<file path="src/drive_mode_pkg.sv">
package drive_mode_pkg;
  // object dictionary indices of the exchanged words, and the homing ramp parameter value
  localparam logic [15:0] CMD_WORD_INDEX     = 16'h6040;
  localparam logic [15:0] STATE_WORD_INDEX   = 16'h6041;
  localparam logic [15:0] MODE_INDEX         = 16'h6060;
  localparam logic [15:0] HOMING_RAMP_PARAM  = 16'h046f;
  // operating mode codes
  localparam logic [7:0]  MODE_HOMING        = 8'h06;
  localparam logic [7:0]  MODE_INTERP        = 8'h07;
  // command words
  localparam logic [15:0] CMD_DISABLE        = 16'h0000;
  localparam logic [15:0] CMD_SHUTDOWN       = 16'h0006;
  localparam logic [15:0] CMD_SWITCH_ON      = 16'h0007;
  localparam logic [15:0] CMD_ENABLE         = 16'h000f;
  localparam logic [15:0] CMD_ENABLE_START   = 16'h001f;
  localparam logic [3:0]  CMD_ENABLED_NIBBLE = 4'hf;
  // state words
  localparam logic [15:0] STATE_SW_DISABLED  = 16'h0050;
  localparam logic [15:0] STATE_READY        = 16'h0031;
  localparam logic [15:0] STATE_SWITCHED_ON  = 16'h0033;
  localparam logic [15:0] STATE_OP_ENABLED   = 16'h0037;
  localparam logic [7:0]  STATE_SW_ON_LOW    = 8'h33;
  // bit positions
  localparam int          BIT_START          = 4;
  localparam int          BIT_HALT           = 8;
  localparam int          BIT_TARGET         = 10;
  localparam int          BIT_ATTAINED       = 12;
  localparam int          BIT_HOME_ERR       = 13;
  // controller registers (AHB-Lite byte addresses)
  localparam logic [7:0]  ADDR_CMD           = 8'h00;
  localparam logic [7:0]  ADDR_MODE          = 8'h04;
  localparam logic [7:0]  ADDR_STATE         = 8'h08;
  localparam logic [7:0]  ADDR_IRQ_STATUS    = 8'h0c;
  localparam logic [7:0]  ADDR_IRQ_MASK      = 8'h10;
  // interrupt status bits
  localparam int          IRQ_STATE_CHANGE   = 0;
  localparam int          IRQ_HOMED          = 1;
  localparam int          IRQ_HOME_ERR       = 2;
  localparam int          IRQ_WIDTH          = 3;

  typedef enum logic [1:0] {HTRANS_IDLE = 2'b00, HTRANS_NONSEQ = 2'b10} htrans_t;
endpackage

</file>
<file path="src/drive_link_if.sv">
`timescale 1ns/1ps
interface drive_link_if;
  logic [15:0] cmd_word;
  logic        cmd_valid;
  logic [7:0]  mode_code;
  logic [15:0] state_word;

  modport master (output cmd_word, output cmd_valid, output mode_code, input state_word);
  modport drive  (input cmd_word, input cmd_valid, input mode_code, output state_word);
endinterface

</file>
<file path="src/drive_mode_ctrl.sv">
`timescale 1ns/1ps
module drive_mode_ctrl #(
  parameter int HOME_CYCLES  = 64,
  parameter int DECEL_CYCLES = 16
) (
  // clock and reset
  input  wire logic  sys_clk_i,
  input  wire logic  reset_n_i,
  // link to the master
  drive_link_if.drive link,
  // motion plant status
  input  wire logic  home_switch_i,
  input  wire logic  home_fault_i,
  // motion outputs
  output logic       axle_moving_o,
  output logic       decel_active_o,
  output logic [15:0] ramp_param_o
);
  typedef enum logic [1:0] {SW_DISABLED, READY, SWITCHED_ON, OP_ENABLED} power_t;

  power_t      power_reg;
  logic [15:0] cmd_reg;
  logic        start_prev_reg;
  logic        homing_reg;
  logic        interp_running_flag;
  logic        attained_reg;
  logic        home_err_reg;
  logic        target_reg;
  logic        halt_prev_reg;
  logic [15:0] count_reg;
  logic        sw_q1_reg;
  logic        sw_q2_reg;
  logic        flt_q1_reg;
  logic        flt_q2_reg;

  wire enabled  = (power_reg == OP_ENABLED);
  wire in_homing = (link.mode_code == drive_mode_pkg::MODE_HOMING);
  wire in_interp = (link.mode_code == drive_mode_pkg::MODE_INTERP);
  wire halt     = cmd_reg[drive_mode_pkg::BIT_HALT];
  wire motion_ok = enabled && (cmd_reg[3:0] == drive_mode_pkg::CMD_ENABLED_NIBBLE);
  wire start_lvl = motion_ok && cmd_reg[drive_mode_pkg::BIT_START];

  assign ramp_param_o = drive_mode_pkg::HOMING_RAMP_PARAM;

  // ---------------------------------
  // pin synchronisers
  // ---------------------------------
  always_ff @(posedge sys_clk_i or negedge reset_n_i) begin
    if (!reset_n_i) begin
      sw_q1_reg  <= 1'b0;
      sw_q2_reg  <= 1'b0;
      flt_q1_reg <= 1'b0;
      flt_q2_reg <= 1'b0;
    end else begin
      sw_q1_reg  <= home_switch_i;
      sw_q2_reg  <= sw_q1_reg;
      flt_q1_reg <= home_fault_i;
      flt_q2_reg <= flt_q1_reg;
    end
  end

  always_ff @(posedge sys_clk_i or negedge reset_n_i) begin
    if (!reset_n_i) begin
      cmd_reg <= drive_mode_pkg::CMD_DISABLE;
    end else if (link.cmd_valid) begin
      cmd_reg <= link.cmd_word;
    end
  end

  // ---------------------------------
  // power state sequence
  // ---------------------------------
  // reset to switch-on-disabled
  always_ff @(posedge sys_clk_i or negedge reset_n_i) begin
    if (!reset_n_i) begin
      power_reg <= SW_DISABLED;
    end else if (link.cmd_valid) begin
      if (link.cmd_word[3:0] == 4'h0 || link.cmd_word[1] == 1'b0) begin
        power_reg <= SW_DISABLED;
      end else if (link.cmd_word[3:0] == drive_mode_pkg::CMD_SHUTDOWN[3:0]) begin
        power_reg <= READY;
      end else if (link.cmd_word[3:0] == drive_mode_pkg::CMD_SWITCH_ON[3:0]) begin
        if (power_reg != SW_DISABLED) begin
          power_reg <= SWITCHED_ON;
        end
      end else if (link.cmd_word[3:0] == drive_mode_pkg::CMD_ENABLED_NIBBLE) begin
        if (power_reg == SWITCHED_ON || power_reg == OP_ENABLED) begin
          power_reg <= OP_ENABLED;
        end
      end
    end
  end

  // ---------------------------------
  // motion sub-states
  // ---------------------------------
  // halt ends homing but keeps its attained and error flags; homing only restarts from a fresh rising edge
  always_ff @(posedge sys_clk_i or negedge reset_n_i) begin
    if (!reset_n_i) begin
      start_prev_reg      <= 1'b0;
      homing_reg          <= 1'b0;
      interp_running_flag <= 1'b0;
      attained_reg        <= 1'b0;
      home_err_reg        <= 1'b0;
      count_reg           <= '0;
      target_reg          <= 1'b0;
      halt_prev_reg       <= 1'b0;
    end else begin
      start_prev_reg <= start_lvl;
      halt_prev_reg  <= halt;
      interp_running_flag <= in_interp && start_lvl;
      if (!motion_ok) begin
        homing_reg <= 1'b0;
        count_reg  <= '0;
        target_reg <= 1'b0;
      end else if (halt) begin
        homing_reg <= 1'b0;
        if (!halt_prev_reg) begin
          // a fresh halt times its own ramp, not what homing left in the counter
          count_reg  <= '0;
          target_reg <= 1'b0;
        end else if (count_reg < 16'(DECEL_CYCLES)) begin
          count_reg  <= count_reg + 16'd1;
          target_reg <= 1'b0;
        end else begin
          target_reg <= 1'b1;
        end
      end else if (in_homing) begin
        if (start_lvl && !start_prev_reg) begin
          homing_reg   <= 1'b1;
          attained_reg <= 1'b0;
          home_err_reg <= 1'b0;
          target_reg   <= 1'b0;
          count_reg    <= '0;
        end else if (!start_lvl) begin
          homing_reg <= 1'b0;
          count_reg  <= '0;
        end else if (homing_reg) begin
          count_reg <= count_reg + 16'd1;
          if (flt_q2_reg || count_reg == 16'(HOME_CYCLES - 1)) begin
            homing_reg   <= 1'b0;
            home_err_reg <= 1'b1;
          end else if (sw_q2_reg) begin
            homing_reg   <= 1'b0;
            attained_reg <= 1'b1;
            target_reg   <= 1'b1;
          end
        end
      end else begin
        count_reg <= '0;
      end
    end
  end

  assign axle_moving_o  = homing_reg | interp_running_flag;
  assign decel_active_o = motion_ok && halt && !target_reg;

  // ---------------------------------
  // state word
  // ---------------------------------
  always_ff @(posedge sys_clk_i or negedge reset_n_i) begin
    if (!reset_n_i) begin
      link.state_word <= drive_mode_pkg::STATE_SW_DISABLED;
    end else begin
      unique case (power_reg)
        SW_DISABLED: link.state_word <= drive_mode_pkg::STATE_SW_DISABLED;
        READY:       link.state_word <= drive_mode_pkg::STATE_READY;
        SWITCHED_ON: link.state_word <= drive_mode_pkg::STATE_SWITCHED_ON;
        OP_ENABLED: begin
          link.state_word <= drive_mode_pkg::STATE_OP_ENABLED;
          link.state_word[drive_mode_pkg::BIT_TARGET] <= target_reg;
          link.state_word[drive_mode_pkg::BIT_ATTAINED] <=
            in_homing ? attained_reg : interp_running_flag;
          link.state_word[drive_mode_pkg::BIT_HOME_ERR] <= in_homing & home_err_reg;
        end
      endcase
    end
  end
endmodule

</file>
<file path="src/flat_wrapper.sv">
// flat-port wrapper written by rule: the top's interface ports become plain ports
module drive_mode_ctrl_flat 
#(
  parameter int HOME_CYCLES  = 64,
  parameter int DECEL_CYCLES = 16
)
  (sys_clk_i, reset_n_i, home_switch_i, home_fault_i, axle_moving_o, decel_active_o, ramp_param_o, link_cmd_word, link_cmd_valid, link_mode_code, link_state_word);
  drive_link_if link_i ();
  input  wire logic sys_clk_i;
  input  wire logic reset_n_i;
  input  wire logic home_switch_i;
  input  wire logic home_fault_i;
  output logic axle_moving_o;
  output logic decel_active_o;
  output logic [15:0] ramp_param_o;
  input wire logic [$bits(link_i.cmd_word)-1:0] link_cmd_word;
  input wire logic [$bits(link_i.cmd_valid)-1:0] link_cmd_valid;
  input wire logic [$bits(link_i.mode_code)-1:0] link_mode_code;
  output wire logic [$bits(link_i.state_word)-1:0] link_state_word;
  assign link_i.cmd_word = link_cmd_word;
  assign link_i.cmd_valid = link_cmd_valid;
  assign link_i.mode_code = link_mode_code;
  assign link_state_word = link_i.state_word;
  drive_mode_ctrl #(.HOME_CYCLES(HOME_CYCLES), .DECEL_CYCLES(DECEL_CYCLES)) u_core (.sys_clk_i(sys_clk_i), .reset_n_i(reset_n_i), .link(link_i), .home_switch_i(home_switch_i), .home_fault_i(home_fault_i), .axle_moving_o(axle_moving_o), .decel_active_o(decel_active_o), .ramp_param_o(ramp_param_o));
endmodule
</file>
<file path="config.mk">
export PLATFORM = sky130hd
export DESIGN_NAME = drive_mode_ctrl_flat
export DESIGN_NICKNAME = d
export VERILOG_FILES = /design/src/drive_mode_pkg.sv /design/src/drive_link_if.sv /design/src/drive_mode_ctrl.sv /design/src/flat_wrapper.sv
export SDC_FILE = /design/constraint.sdc
export NUM_CORES = 1
export LEC_CHECK = 0
export BUFFER_PORTS_ARGS = -buffer_cell sky130_fd_sc_hd__buf_2
export CORE_MARGIN = 4
export CORE_UTILIZATION = 47
export DETAILED_ROUTE_END_ITERATION = 8
export PLACE_DENSITY = 0.76
export REMOVE_ABC_BUFFERS = 1
export SLEW_MARGIN = 10
export SYNTH_ARGS = -nofsm -noshare
export SYNTH_HDL_FRONTEND = slang
export SYNTH_SLANG_ARGS = --single-unit
</file>
<file path="constraint.sdc">
create_clock -name sys_clk_i -period 1.82 [get_ports sys_clk_i]
set_input_delay 0.364 -clock sys_clk_i [delete_from_list [all_inputs] [get_ports sys_clk_i]]
set_output_delay 0.364 -clock sys_clk_i [all_outputs]
set_load 0.03 [all_outputs]
</file>
After elaboration in Yosys (flattened, before gate mapping)
Index checks and enable logic that the tools add are counted.
Storage, ports and cells
  word-level logic and storage cells: 103
  register bits: 54
  input bits: 29
  output and inout port bits: 34
Operators by class
  reductions and logical operators: 25
  order comparisons: 1
  add/sub/neg operators: 1
  multiplexer cells: 38
  eq/ne operators: 19
  bitwise operators: 4
Operators by type and width (count)
  $mux W16: 8
  $pmux W16 S4: 1
  $mux W1: 23
  $add A16 B1 Y16 const B: 1
  $eq A16 B6 Y1 const B: 1
  $eq A8 B3 Y1 const B: 2
  $lt A16 B5 Y1 const B: 1
  $mux W2: 6
  $ne A4 B2 Y1 const B: 3
  $reduce_bool A2 Y1: 5
  $eq A4 B3 Y1 const B: 2
  $eq A4 B4 Y1 const B: 2
  $ne A4 B3 Y1 const B: 2
  $reduce_bool A4 Y1: 2
  $reduce_and A7 Y1: 1
  $logic_and A1 B1 Y1: 6
  $ne A6 B4 Y1 const B: 1
  $reduce_and A6 Y1: 1
  $reduce_and A5 Y1: 1
  $eq A2 B2 Y1 const B: 2
  $logic_not A4 Y1: 1
  $ne A4 B4 Y1 const B: 1
  $reduce_and A4 Y1: 1
  $logic_or A1 B1 Y1: 3
  9 further kinds: 11

Longest topological paths before layout
Gate-level depths: netlist of run 1.
  depth in word-level cells: 9
  depth in mapped cells: 7
  mapped depth without buffers: 6

Least setup slack after synthesis of run 1
No wires, ideal clock.
  path type: register to register
  from: register u_core.count_reg[12]
  to: register u_core.count_reg[5]
  buffers on the path: 1
  library setup time: 0.128 ns
  required time: 1.692 ns
  arrival time: 1.807 ns
  period minus slack after synthesis: 1.934 ns
  stages on the path, launching flop included: 7
  slack: -0.114 ns
  cells stage by stage: dfrtp_1 nor4_1 nand3_1 o31a_1 buf_6 nor4_1 mux2_1
On the way
  word-level cells in the longest chain between the ends: 3
RTL lines
  from (decl): line drive_mode_ctrl.sv:30  | logic [15:0] count_reg;
  from (signal assigned): line drive_mode_ctrl.sv:123  | count_reg <= count_reg + 16'd1;
  from (signal assigned): line drive_mode_ctrl.sv:139  | count_reg <= count_reg + 16'd1;
  $lt A16 B5 Y1: line drive_mode_ctrl.sv:122  | end else if (count_reg < 16'(DECEL_CYCLES)) begin
  $ne A4 B4 Y1 (no line)
  $reduce_and A2 Y1 (no line)
No other way between the ends.
A chain may end at the register's enable or synchronous reset.

Final worst setup path of run 1
  from: register u_core.count_reg[7]
  to: register u_core.count_reg[14]
On the way
  word-level cells in the longest chain between the ends: 7
  elaborated cells between the ends (all ways): 12
  classes of those cells: add/sub (1); order compare (1); eq/ne (1); mux (8); reduce/logical (1)
RTL lines
  $add A16 B1 Y16: line drive_mode_ctrl.sv:123, drive_mode_ctrl.sv:139
  $mux W16: line drive_mode_ctrl.sv:138  | end else if (homing_reg) begin
  $mux W16: line drive_mode_ctrl.sv:135  | end else if (!start_lvl) begin
  $mux W16: line drive_mode_ctrl.sv:129  | if (start_lvl && !start_prev_reg) begin
  $mux W16: line drive_mode_ctrl.sv:128  | end else if (in_homing) begin
  $mux W16: line drive_mode_ctrl.sv:116  | end else if (halt) begin
  $mux W16: line drive_mode_ctrl.sv:112  | if (!motion_ok) begin
Parallel ways exist; a longest one is shown, timed or not. The select of a mux whose other input is x is not followed.

==> flow_summary.toml, run 1 <==
[detailed_routing]
vias_per_cell = 5.67
route.vias.total = 1978
wl_per_cell_um = 15.2
drc = 0
first_pass_iters = 4
drt-total-wl_um = 5300
drt_first_iter_violations = 125
ant_nets = 0

[sta]
setup_ws_ns = -0.353
skew_ns = 0.00417
max_freq_mhz = 460
finalCritPeriodShare_pct = 119
holdWs_ns = 0.000741
rsz0062_at_grt = "yes"
min_period_ns = 2.17
drv_slew = 0
hold_viol_final = 0
setup_violations = 17

[logic_synthesis]
synth.cell_area_mm2 = 0.00223
async_reset_ff_share_pct = 100
yosys.area.top_type = "dfrtp_1"
synth_edf_count = 0
yosys_warnings = 0
synth.top_cell.area_share_pct = 46.0
synth_cell_types = 44
yosys-top-cells-area = "dfrtp_1 (46%), buf_4 (8.4%), or4_1 (3.7%)"
ys_seq_area_share_pct = 47.2
synth_seq_cells = 42
synthFlopType = "dfrtp_1"
avgSynthCellArea_um2 = 9.77
synthCells = 228

[power]
leakage_uw = 0.00137
vdd_drop_max_mv = 0.507
powerDensity_mw_per_mm2 = 621

[clock_network]
clk_pin_slew_ns = 0.08
cts.path.max_buffers = 2
clockRootBuffer = "clkbuf_8"
numCtsBuffers = 5
clock-sinks = 42
cts_tree = "built"
htreeDepth = 2
clock_latency_ns = 0.30

[outcome]
status = "complete, but fails checks"
violations = "negative setup slack"

[critical_path]
path_max_fanout = 8
reg2reg_slack_ns = -0.35
r2r-end = "u_core.count_reg[14]"
rr_startpoint = "u_core.count_reg[7]"
critPathLaunchType = "flop"
r2r_cells = 6
crit_required_ns = 2.04
critical_path_class = "reg -> reg"
end_kind = "flop"
cp.arrival_ns = 2.40

[min_path]
hp-class = "in -> async"

[cells_and_area]
fin_util_pct = 66.1
antennaDiodeCount = 0
finish.instance_area_mm2 = 0.00296
n_fill_cell = 331
fin_nets = 326
area_delta_synth_final_pct = 32.7
largest_reg_flops = 16
drive_gt1_share_pct = 42.8

[global_route]
grt_pass1_wl_um = 8260
grt_pass1_vias = 1856
track_usage_pct = 17.2
antenna_found_initial = 0
grt_max_degree = 26
grt_overflow = 0

[placed_design]
dp_hpwl_um = 3490
io_buffer_count = 28
placed_area_mm2 = 0.00260
place_congestion = 0.865
dpl_worst_slack_ns = -0.355

[floorplan]
die_w_um = 76.9
die_y_um = 76.9
die_area_mm2 = 0.00591
coreArea_mm2 = 0.00447
start_util_pct = 49.8
rows = 24
ios = 63

[flow_run]
maxCapViolCount = 0
==> through the flow <==
stage / power, uW / setup TNS (ns) / instances
4_1_cts: 1850 / -3.70 / 347
3_5_place_dp: 1260 / -4.69 / 335
3_3_place_gp: 1250 / -4.59 / 335
6_report: 1830 / -4.29 / 349
2_1_floorplan: 1150 / -22.09 / 215
5_1_grt: 1920 / -5.79 / 349
==> cell families (layout without fill, tap and decap cells) <==
| kind of cell | Yosys count | after routing | share of synthesized area (%) |
|---|---|---|---|
| muxes | 7 | 7 | 3.54 |
| AOI/OAI and AO/OA | 43 | 43 | 13.2 |
| buffers and inverters | 46 | 93 | 12.9 |
| DFF | 42 | 42 | 47.2 |
| and+or+nand+nor | 87 | 87 | 22.3 |
| adders and majority gates | 1 | 1 | 0.561 |
| other | 2 | 24 | 0.337 |
==> area by class of cell <==
type | instances | area, um2 | share of cell area (%)
sequential | 42 | 1050 | 35.6
multi-input combinational | 162 | 1170 | 39.7
clock inverter | 2 | 13.8 | 0.466
tap | 52 | 65.1 | 2.20
clock buffer | 6 | 72.6 | 2.45
timing repair buffer | 74 | 539 | 18.2
inverter | 11 | 41.3 | 1.40
==> power by group <==
| part | internal (uW) | switching, uW | leakage, uW |
|---|---|---|---|
| Sequential | 973 | 18.6 | 0.000545 |
| Combinational | 76.8 | 177 | 0.000781 |
| Clock | 271 | 319 | 0.0000452 |
==> cell usage in the layout, fill, tap and decap left out, drive strengths merged, types with 2 or more instances in the layout <==
| master | netlist | routed |
|---|---|---|
| buf | 31 | 74 |
| o311ai | 2 | 2 |
| nand4 | 5 | 5 |
| clkinv | 0 | 2 |
| and4 | 2 | 2 |
| conb | 2 | 24 |
| dfrtp | 41 | 41 |
| nor2b | 3 | 3 |
| nand2 | 18 | 18 |
| o41ai | 2 | 2 |
| and3 | 3 | 3 |
| nor2 | 12 | 12 |
| clkbuf | 4 | 6 |
| o21ai | 8 | 8 |
| or2 | 3 | 3 |
| o31ai | 10 | 10 |
| nand3 | 7 | 7 |
| nor4 | 7 | 7 |
| mux2 | 7 | 7 |
| nor3 | 7 | 7 |
| or4 | 11 | 11 |
| inv | 11 | 11 |
| nand2b | 2 | 2 |
| nand4b | 2 | 2 |
| a21oi | 12 | 12 |
==> how the worst max path moves through the flow <==
stage	startpoint	endpoint	slack (ns)	cells after the start
floorplan	link_mode_code[5]	u_core.count_reg[5]	-1.54	5
global placement	u_core.count_reg[8]	u_core.count_reg[3]	-0.34	6
detailed placement	u_core.count_reg[8]	u_core.count_reg[12]	-0.36	6
CTS	u_core.count_reg[8]	u_core.count_reg[2]	-0.30	6
global route	u_core.count_reg[7]	u_core.count_reg[8]	-0.51	6
finish	u_core.count_reg[7]	u_core.count_reg[14]	-0.35	6
==> cells in the mapped netlist, types with 5 or more instances <==
| library cell | n |
|---|---|
| nand4_1 | 5 |
| o31ai_1 | 10 |
| o21ai_0 | 8 |
| mux2_2 | 5 |
| or4_1 | 11 |
| buf_4 | 25 |
| a21oi_1 | 12 |
| dfrtp_1 | 41 |
| nand2_1 | 18 |
| nor3_1 | 7 |
| nor2_1 | 12 |
| nand3_1 | 7 |
| inv_1 | 11 |
| nor4_1 | 6 |
==> metal layers <==
metal  wire [um]  vias up  GRT usage [%]
li1            -      913              -
met1        2190      968           22.3
met2        2630       85           27.2
met3         357       12           3.51
met4         116        0           8.70
met5           0        -              0
==> critical path: stages (launching register included) <==
cell and delay, ns:
dfrtp_1 0.40, nor4_2 0.30, nand3_1 0.16, o31a_1 0.41
buf_6 0.18, or4_4 0.51, a21oi_2 0.15
==> timing repair <==
item | 4_1_cts | 5_1_grt
buffers inserted | 4 | 3
gates resized for setup | 13 | 36
endpoints found under the setup margin | 15 | 21
hold buffers | 0 | 0
cloned | 0 | 0
pin swaps | 7 | 20
Note: power is estimated with default switching activity, not from simulation.
==> run 2, diff against run 1 <==
CORE_UTILIZATION = 56   (was 47)
PLACE_DENSITY = 0.85   (was 0.76)
clock period = 2.8 ns   (was 1.82 ns; I/O delays follow)
==> run 2 against run 1 <==
  * The run now ends clean
  * Combinational power fell by 46%
  * Routed wire length is 19% lower
  * First-iteration DRC count is 3.2% lower
  * Fmax shrank 13%
  * Clock skew is 0.00056 ns lower
  * Non-clock buffer count fell by 42
  * Critical path type unchanged
  * Largest power group unchanged
==> flow_summary.toml, run 2 (synthesized netlist as in run 1, its figures left out) <==
[critical_path]
cp_slowest_cell = "o31a_1"
rr_startpoint = "u_core.count_reg[8]"
crit_required_ns = 3.02
r2r_cells = 6
r2r-end = "u_core.count_reg[3]"
crit_path_start = "u_core.count_reg[8]"
path_cells = "nor4_1 > nand3_1 > o31a_1 > buf_4 > or4_1 > a21oi_1"
cp.arrival_ns = 2.72
critPathLaunchType = "flop"
end_kind = "flop"
reg2reg_slack_ns = 0.30
critical_path_class = "reg -> reg"
slowest_delay_ns = 0.51
path_max_fanout = 21

[cells_and_area]
area_delta_synth_final_pct = 10.3
final_common_cell = "dfrtp_1"
final_cells = 303
fin_util_pct = 65.6
regArea_mm2 = 0.00105
largest_reg_flops = 16
final_cell_mix = "dfrtp_1 (41), buf_2 (28), conb_1 (24)"
fin_nets = 284
antennaDiodeCount = 0
n_fill_cell = 328
finish.instance_area_mm2 = 0.00246
multiInputGateArea_um2 = 978
drive_gt1_share_pct = 21.2

[power]
seq_power_share_pct = 47.2
clkPwrFrac_pct = 42.7
internal_power_uw = 1050
powerDensity_mw_per_mm2 = 559
vdd_drop_max_mv = 0.439
leakage_uw = 0.00111
pwr-share-comb_pct = 10.1
swShare_pct = 23.8
p_sw_uw = 326

[global_route]
antenna_found_initial = 0
grt_overflow = 0
grt_max_degree = 43
grt_pass1_vias = 1579
grt_pass1_wl_um = 7160
track_usage_pct = 18.1

[detailed_routing]
drc = 0
drt_first_iter_violations = 121
vias_per_cell = 5.71
ant_nets = 0
route.vias.total = 1729
drt-total-wl_um = 4280
first_pass_iters = 4
wl_per_cell_um = 14.1

[clock_network]
hold_buffers = 0
cts_tree = "built"
clockRootBuffer = "clkbuf_8"
htreeDepth = 2
numCtsBuffers = 5
cts.path.max_buffers = 2
clock_latency_ns = 0.30
cts_resized = 0
clock-sinks = 42
clk_pin_slew_ns = 0.08
postCtsSetupBuffers = 0

[floorplan]
start_util_pct = 59.5
ios = 63
die_w_um = 71.1
die_y_um = 71.1
die_area_mm2 = 0.00505
coreArea_mm2 = 0.00374
rows = 22

[sta]
rsz0062_at_grt = "no"
setup_violations = 0
slew_headroom_pct = 39.3
worst_pin_slew_ns = 0.910
drv_slew = 0
min_period_ns = 2.50
finalCritPeriodShare_pct = 89.1
holdWs_ns = 0.351
max_freq_mhz = 401
skew_ns = 0.00360
final.setup.tns_ns = 0
hold_viol_final = 0

[min_path]
hold_depth = 0
hp-class = "reg -> reg"
worstHoldEndpoint = "u_core.flt_q2_reg"
hp-start = "u_core.flt_q1_reg"

[placed_design]
dp_cells = 295
placed_area_mm2 = 0.00231
io_buffer_count = 28
dp_hpwl_um = 3010
place_congestion = 0.773

[outcome]
status = "finished clean"

[flow_run]
maxCapViolCount = 0
run 2: cell count changes in the layout (fill, tap and decap cells not counted), sizes merged:
cell	previous run	this run
bufinv	0	2
clkinv	2	0
buf	74	32
run 2: power groups by stage:
stage | combinational, uW | clock, uW | sequential (uW)
final | 138 | 587 | 648
after global routing | 150 | 620 | 652
after global placement | 136 | 0 | 658
after detailed placement | 138 | 0 | 660
after floorplan | 71.2 | 0 | 679
after CTS | 139 | 594 | 648
run 2: area by class of cell:
type,instances,area share [%]
clock buffer,6,3.36
clock inverter,2,2.44
sequential,42,42.8
inverter,11,1.68
tap,48,2.44
multi-input combinational,162,39.8
timing repair buffer,32,7.43
run 2: per-layer routing:
| layer | share of wire [%] | GRT usage, % | up-vias |
|---|---|---|---|
| li1 | - | - | 829 |
| met1 | 43 | 22.7 | 830 |
| met2 | 48 | 30.0 | 60 |
| met3 | 6.3 | 4.83 | 10 |
| met4 | 2.3 | 6.89 | 0 |
| met5 | 0 | 0 | - |
run 2: worst max-delay path by stage:
| stage | end | slack, ns | cells past startpoint |
|---|---|---|---|
| after floorplan | u_core.count_reg[5] | -0.76 | 5 |
| after global placement | u_core.count_reg[10] | 0.40 | 6 |
| after detailed placement | u_core.count_reg[10] | 0.30 | 6 |
| after CTS | u_core.count_reg[3] | 0.31 | 6 |
| after global routing | u_core.count_reg[3] | 0.15 | 6 |
| final | u_core.count_reg[3] | 0.30 | 6 |
run 2: per-stage QoR:
| step | total power, uW | setup slack (ns) |
|---|---|---|
| 5_1_grt | 1420 | 0.152 |
| 6_report | 1370 | 0.304 |
| 2_1_floorplan | 750 | -0.759 |
| 3_3_place_gp | 794 | 0.398 |
| 4_1_cts | 1380 | 0.307 |
| 3_5_place_dp | 798 | 0.299 |
run 2: worst max-delay path, delay by kind of cell (launching register included):
family | cells | cell delay [ns]
AO/OA/AOI/OAI | 2 | 0.67
buffers and inverters | 1 | 0.27
flip-flops | 1 | 0.42
AND/OR/NAND/NOR | 3 | 1.06
==> run 3, diff against run 2 <==
CORE_ASPECT_RATIO = 1.5   (was unset)
CORE_UTILIZATION = 45   (was 56)
PLACE_DENSITY = 0.71   (was 0.85)
==> run 3 against run 2 <==
  * First-iteration DRC count decreased by 45%
  * Final area fell by 0.71%
  * Register-to-register slack better by 0.11 ns
  * Count of clock-buffer cells in the layout unchanged
  * Sequential power about the same
  * Critical path depth unchanged
==> flow_summary.toml, run 3 (synthesized netlist as in run 1, its figures left out) <==
[detailed_routing]
route.vias.total = 1702
drt-total-wl_um = 4320
drc = 0
ant_nets = 0
vias_per_cell = 5.29
drt_first_iter_violations = 66
first_pass_iters = 4
wl_per_cell_um = 13.4

[global_route]
grt_max_degree = 43
track_usage_pct = 15.0
antenna_found_initial = 0
gr-max-usage-layer = "met2"
grt.met3_usage_pct = 2.63
grt_use_met2_pct = 27.6
grt_pass1_wl_um = 7200
grt_pass1_vias = 1626
met1_usage_pct = 16.2
grt_overflow = 0

[critical_path]
crit_required_ns = 3.02
cp_num_buf_inv = 1
path_max_fanout = 12
end_kind = "flop"
cp_slowest_cell = "or4b_1"
crit_family = "simple AND/OR/NAND/NOR gates"
critical_path_class = "reg -> reg"
critPathLaunchType = "flop"
path_cells = "nor4_1 > nand3_1 > o31a_1 > buf_4 > or4b_1 > a21oi_1"
slowest_delay_ns = 0.51
cp.arrival_ns = 2.61

[floorplan]
start_util_pct = 46.3
rows = 31
coreArea_mm2 = 0.00481
die_area_mm2 = 0.00616
ios = 63
die_y_um = 94.2
die_w_um = 65.5

[cells_and_area]
n_fill_cell = 480
largest_reg_flops = 16
final_common_cell = "dfrtp_1"
final_cells = 322
finish.instance_area_mm2 = 0.00244
antennaDiodeCount = 0
drive_gt1_share_pct = 21.5
area_delta_synth_final_pct = 9.49
final_cell_mix = "dfrtp_1 (41), buf_2 (28), conb_1 (24)"
fin_nets = 285

[sta]
drv_slew = 0
min_period_ns = 2.39
worst_pin_slew_ns = 0.920
setup_violations = 0
max_freq_mhz = 418
finalCritPeriodShare_pct = 85.4
hold_viol_final = 0
slew_headroom_pct = 38.6
skew_ns = 0.00364
rsz0062_at_grt = "no"
final.setup.tns_ns = 0

[flow_run]
maxCapViolCount = 0

[min_path]
hp-class = "reg -> reg"

[power]
power_uw = 1200
leakage_uw = 0.00109
powerDensity_mw_per_mm2 = 490
vdd_drop_max_mv = 0.286

[placed_design]
placed_area_mm2 = 0.00234
place_congestion = 0.757
io_buffer_count = 28
dp_hpwl_um = 3210
dp_cells = 314

[clock_network]
clk_pin_slew_ns = 0.08
clock_latency_ns = 0.29
cts.path.max_buffers = 2
clock-sinks = 42
numCtsBuffers = 5
cts_resized = 0
hold_buffers = 0
htreeDepth = 2
postCtsSetupBuffers = 0
clockRootBuffer = "clkbuf_8"
cts_tree = "built"

[outcome]
status = "finished clean"
run 3: power breakdown:
part | internal [uW] | switching, uW | leakage (uW)
Combinational | 33.7 | 104 | 0.000501
Clock | 198 | 212 | 0.0000472
Sequential | 632 | 16.4 | 0.000545
Total | 864 | 332 | 0.00109
run 3: per-stage QoR:
step	setup slack, ns	utilization (%)	hold slack, ns
after floorplan	-0.759	-	0.264
after global placement	0.453	48.8	0.333
after detailed placement	0.413	48.8	0.340
after CTS	0.420	50.7	0.352
after global routing	0.354	50.7	0.348
final	0.409	50.7	0.355
run 3: worst register-to-register path: stages, from the launching register on:
cell,delay [ns]
dfrtp_1,0.42
nor4_1,0.39
nand3_1,0.17
o31a_1,0.43
buf_4,0.23
or4b_1,0.52
a21oi_1,0.16
run 3: layout make-up:
type                            instances  area (um2)  area share, %
Clock buffer                            6        82.6           3.38
Clock inverter                          2        12.5          0.513
Inverter                               11        41.3           1.69
Multi-Input combinational cell        162         978           40.1
Sequential cell                        42        1050           43.1
Tap cell                               66        82.6           3.38
Timing Repair Buffer                   33         190           7.79
run 3: path summary, 6_finish.rpt:
check,startpoint,endpoint,slack [ns],cells past startpoint
hold reg to reg,u_core.sw_q1_reg,u_core.sw_q2_reg,0.36,0
setup reg to reg,u_core.count_reg[8],u_core.count_reg[8],0.41,6
max in group asynchronous,reset_n_i,u_core.count_reg[2],1.83,1
setup / recovery,u_core.count_reg[8],u_core.count_reg[8],0.41,6
hold / removal,u_core.sw_q1_reg,u_core.sw_q2_reg,0.36,0
min in group asynchronous,reset_n_i,u_core.interp_running_flag,0.40,1
run 3: metal layers:
| layer | routed length, um | vias to the layer above |
|---|---|---|
| met4 | 85 | 0 |
| met5 | 0 | - |
| met2 | 2340 | 39 |
| li1 | - | 838 |
| met3 | 172 | 7 |
| met1 | 1720 | 818 |
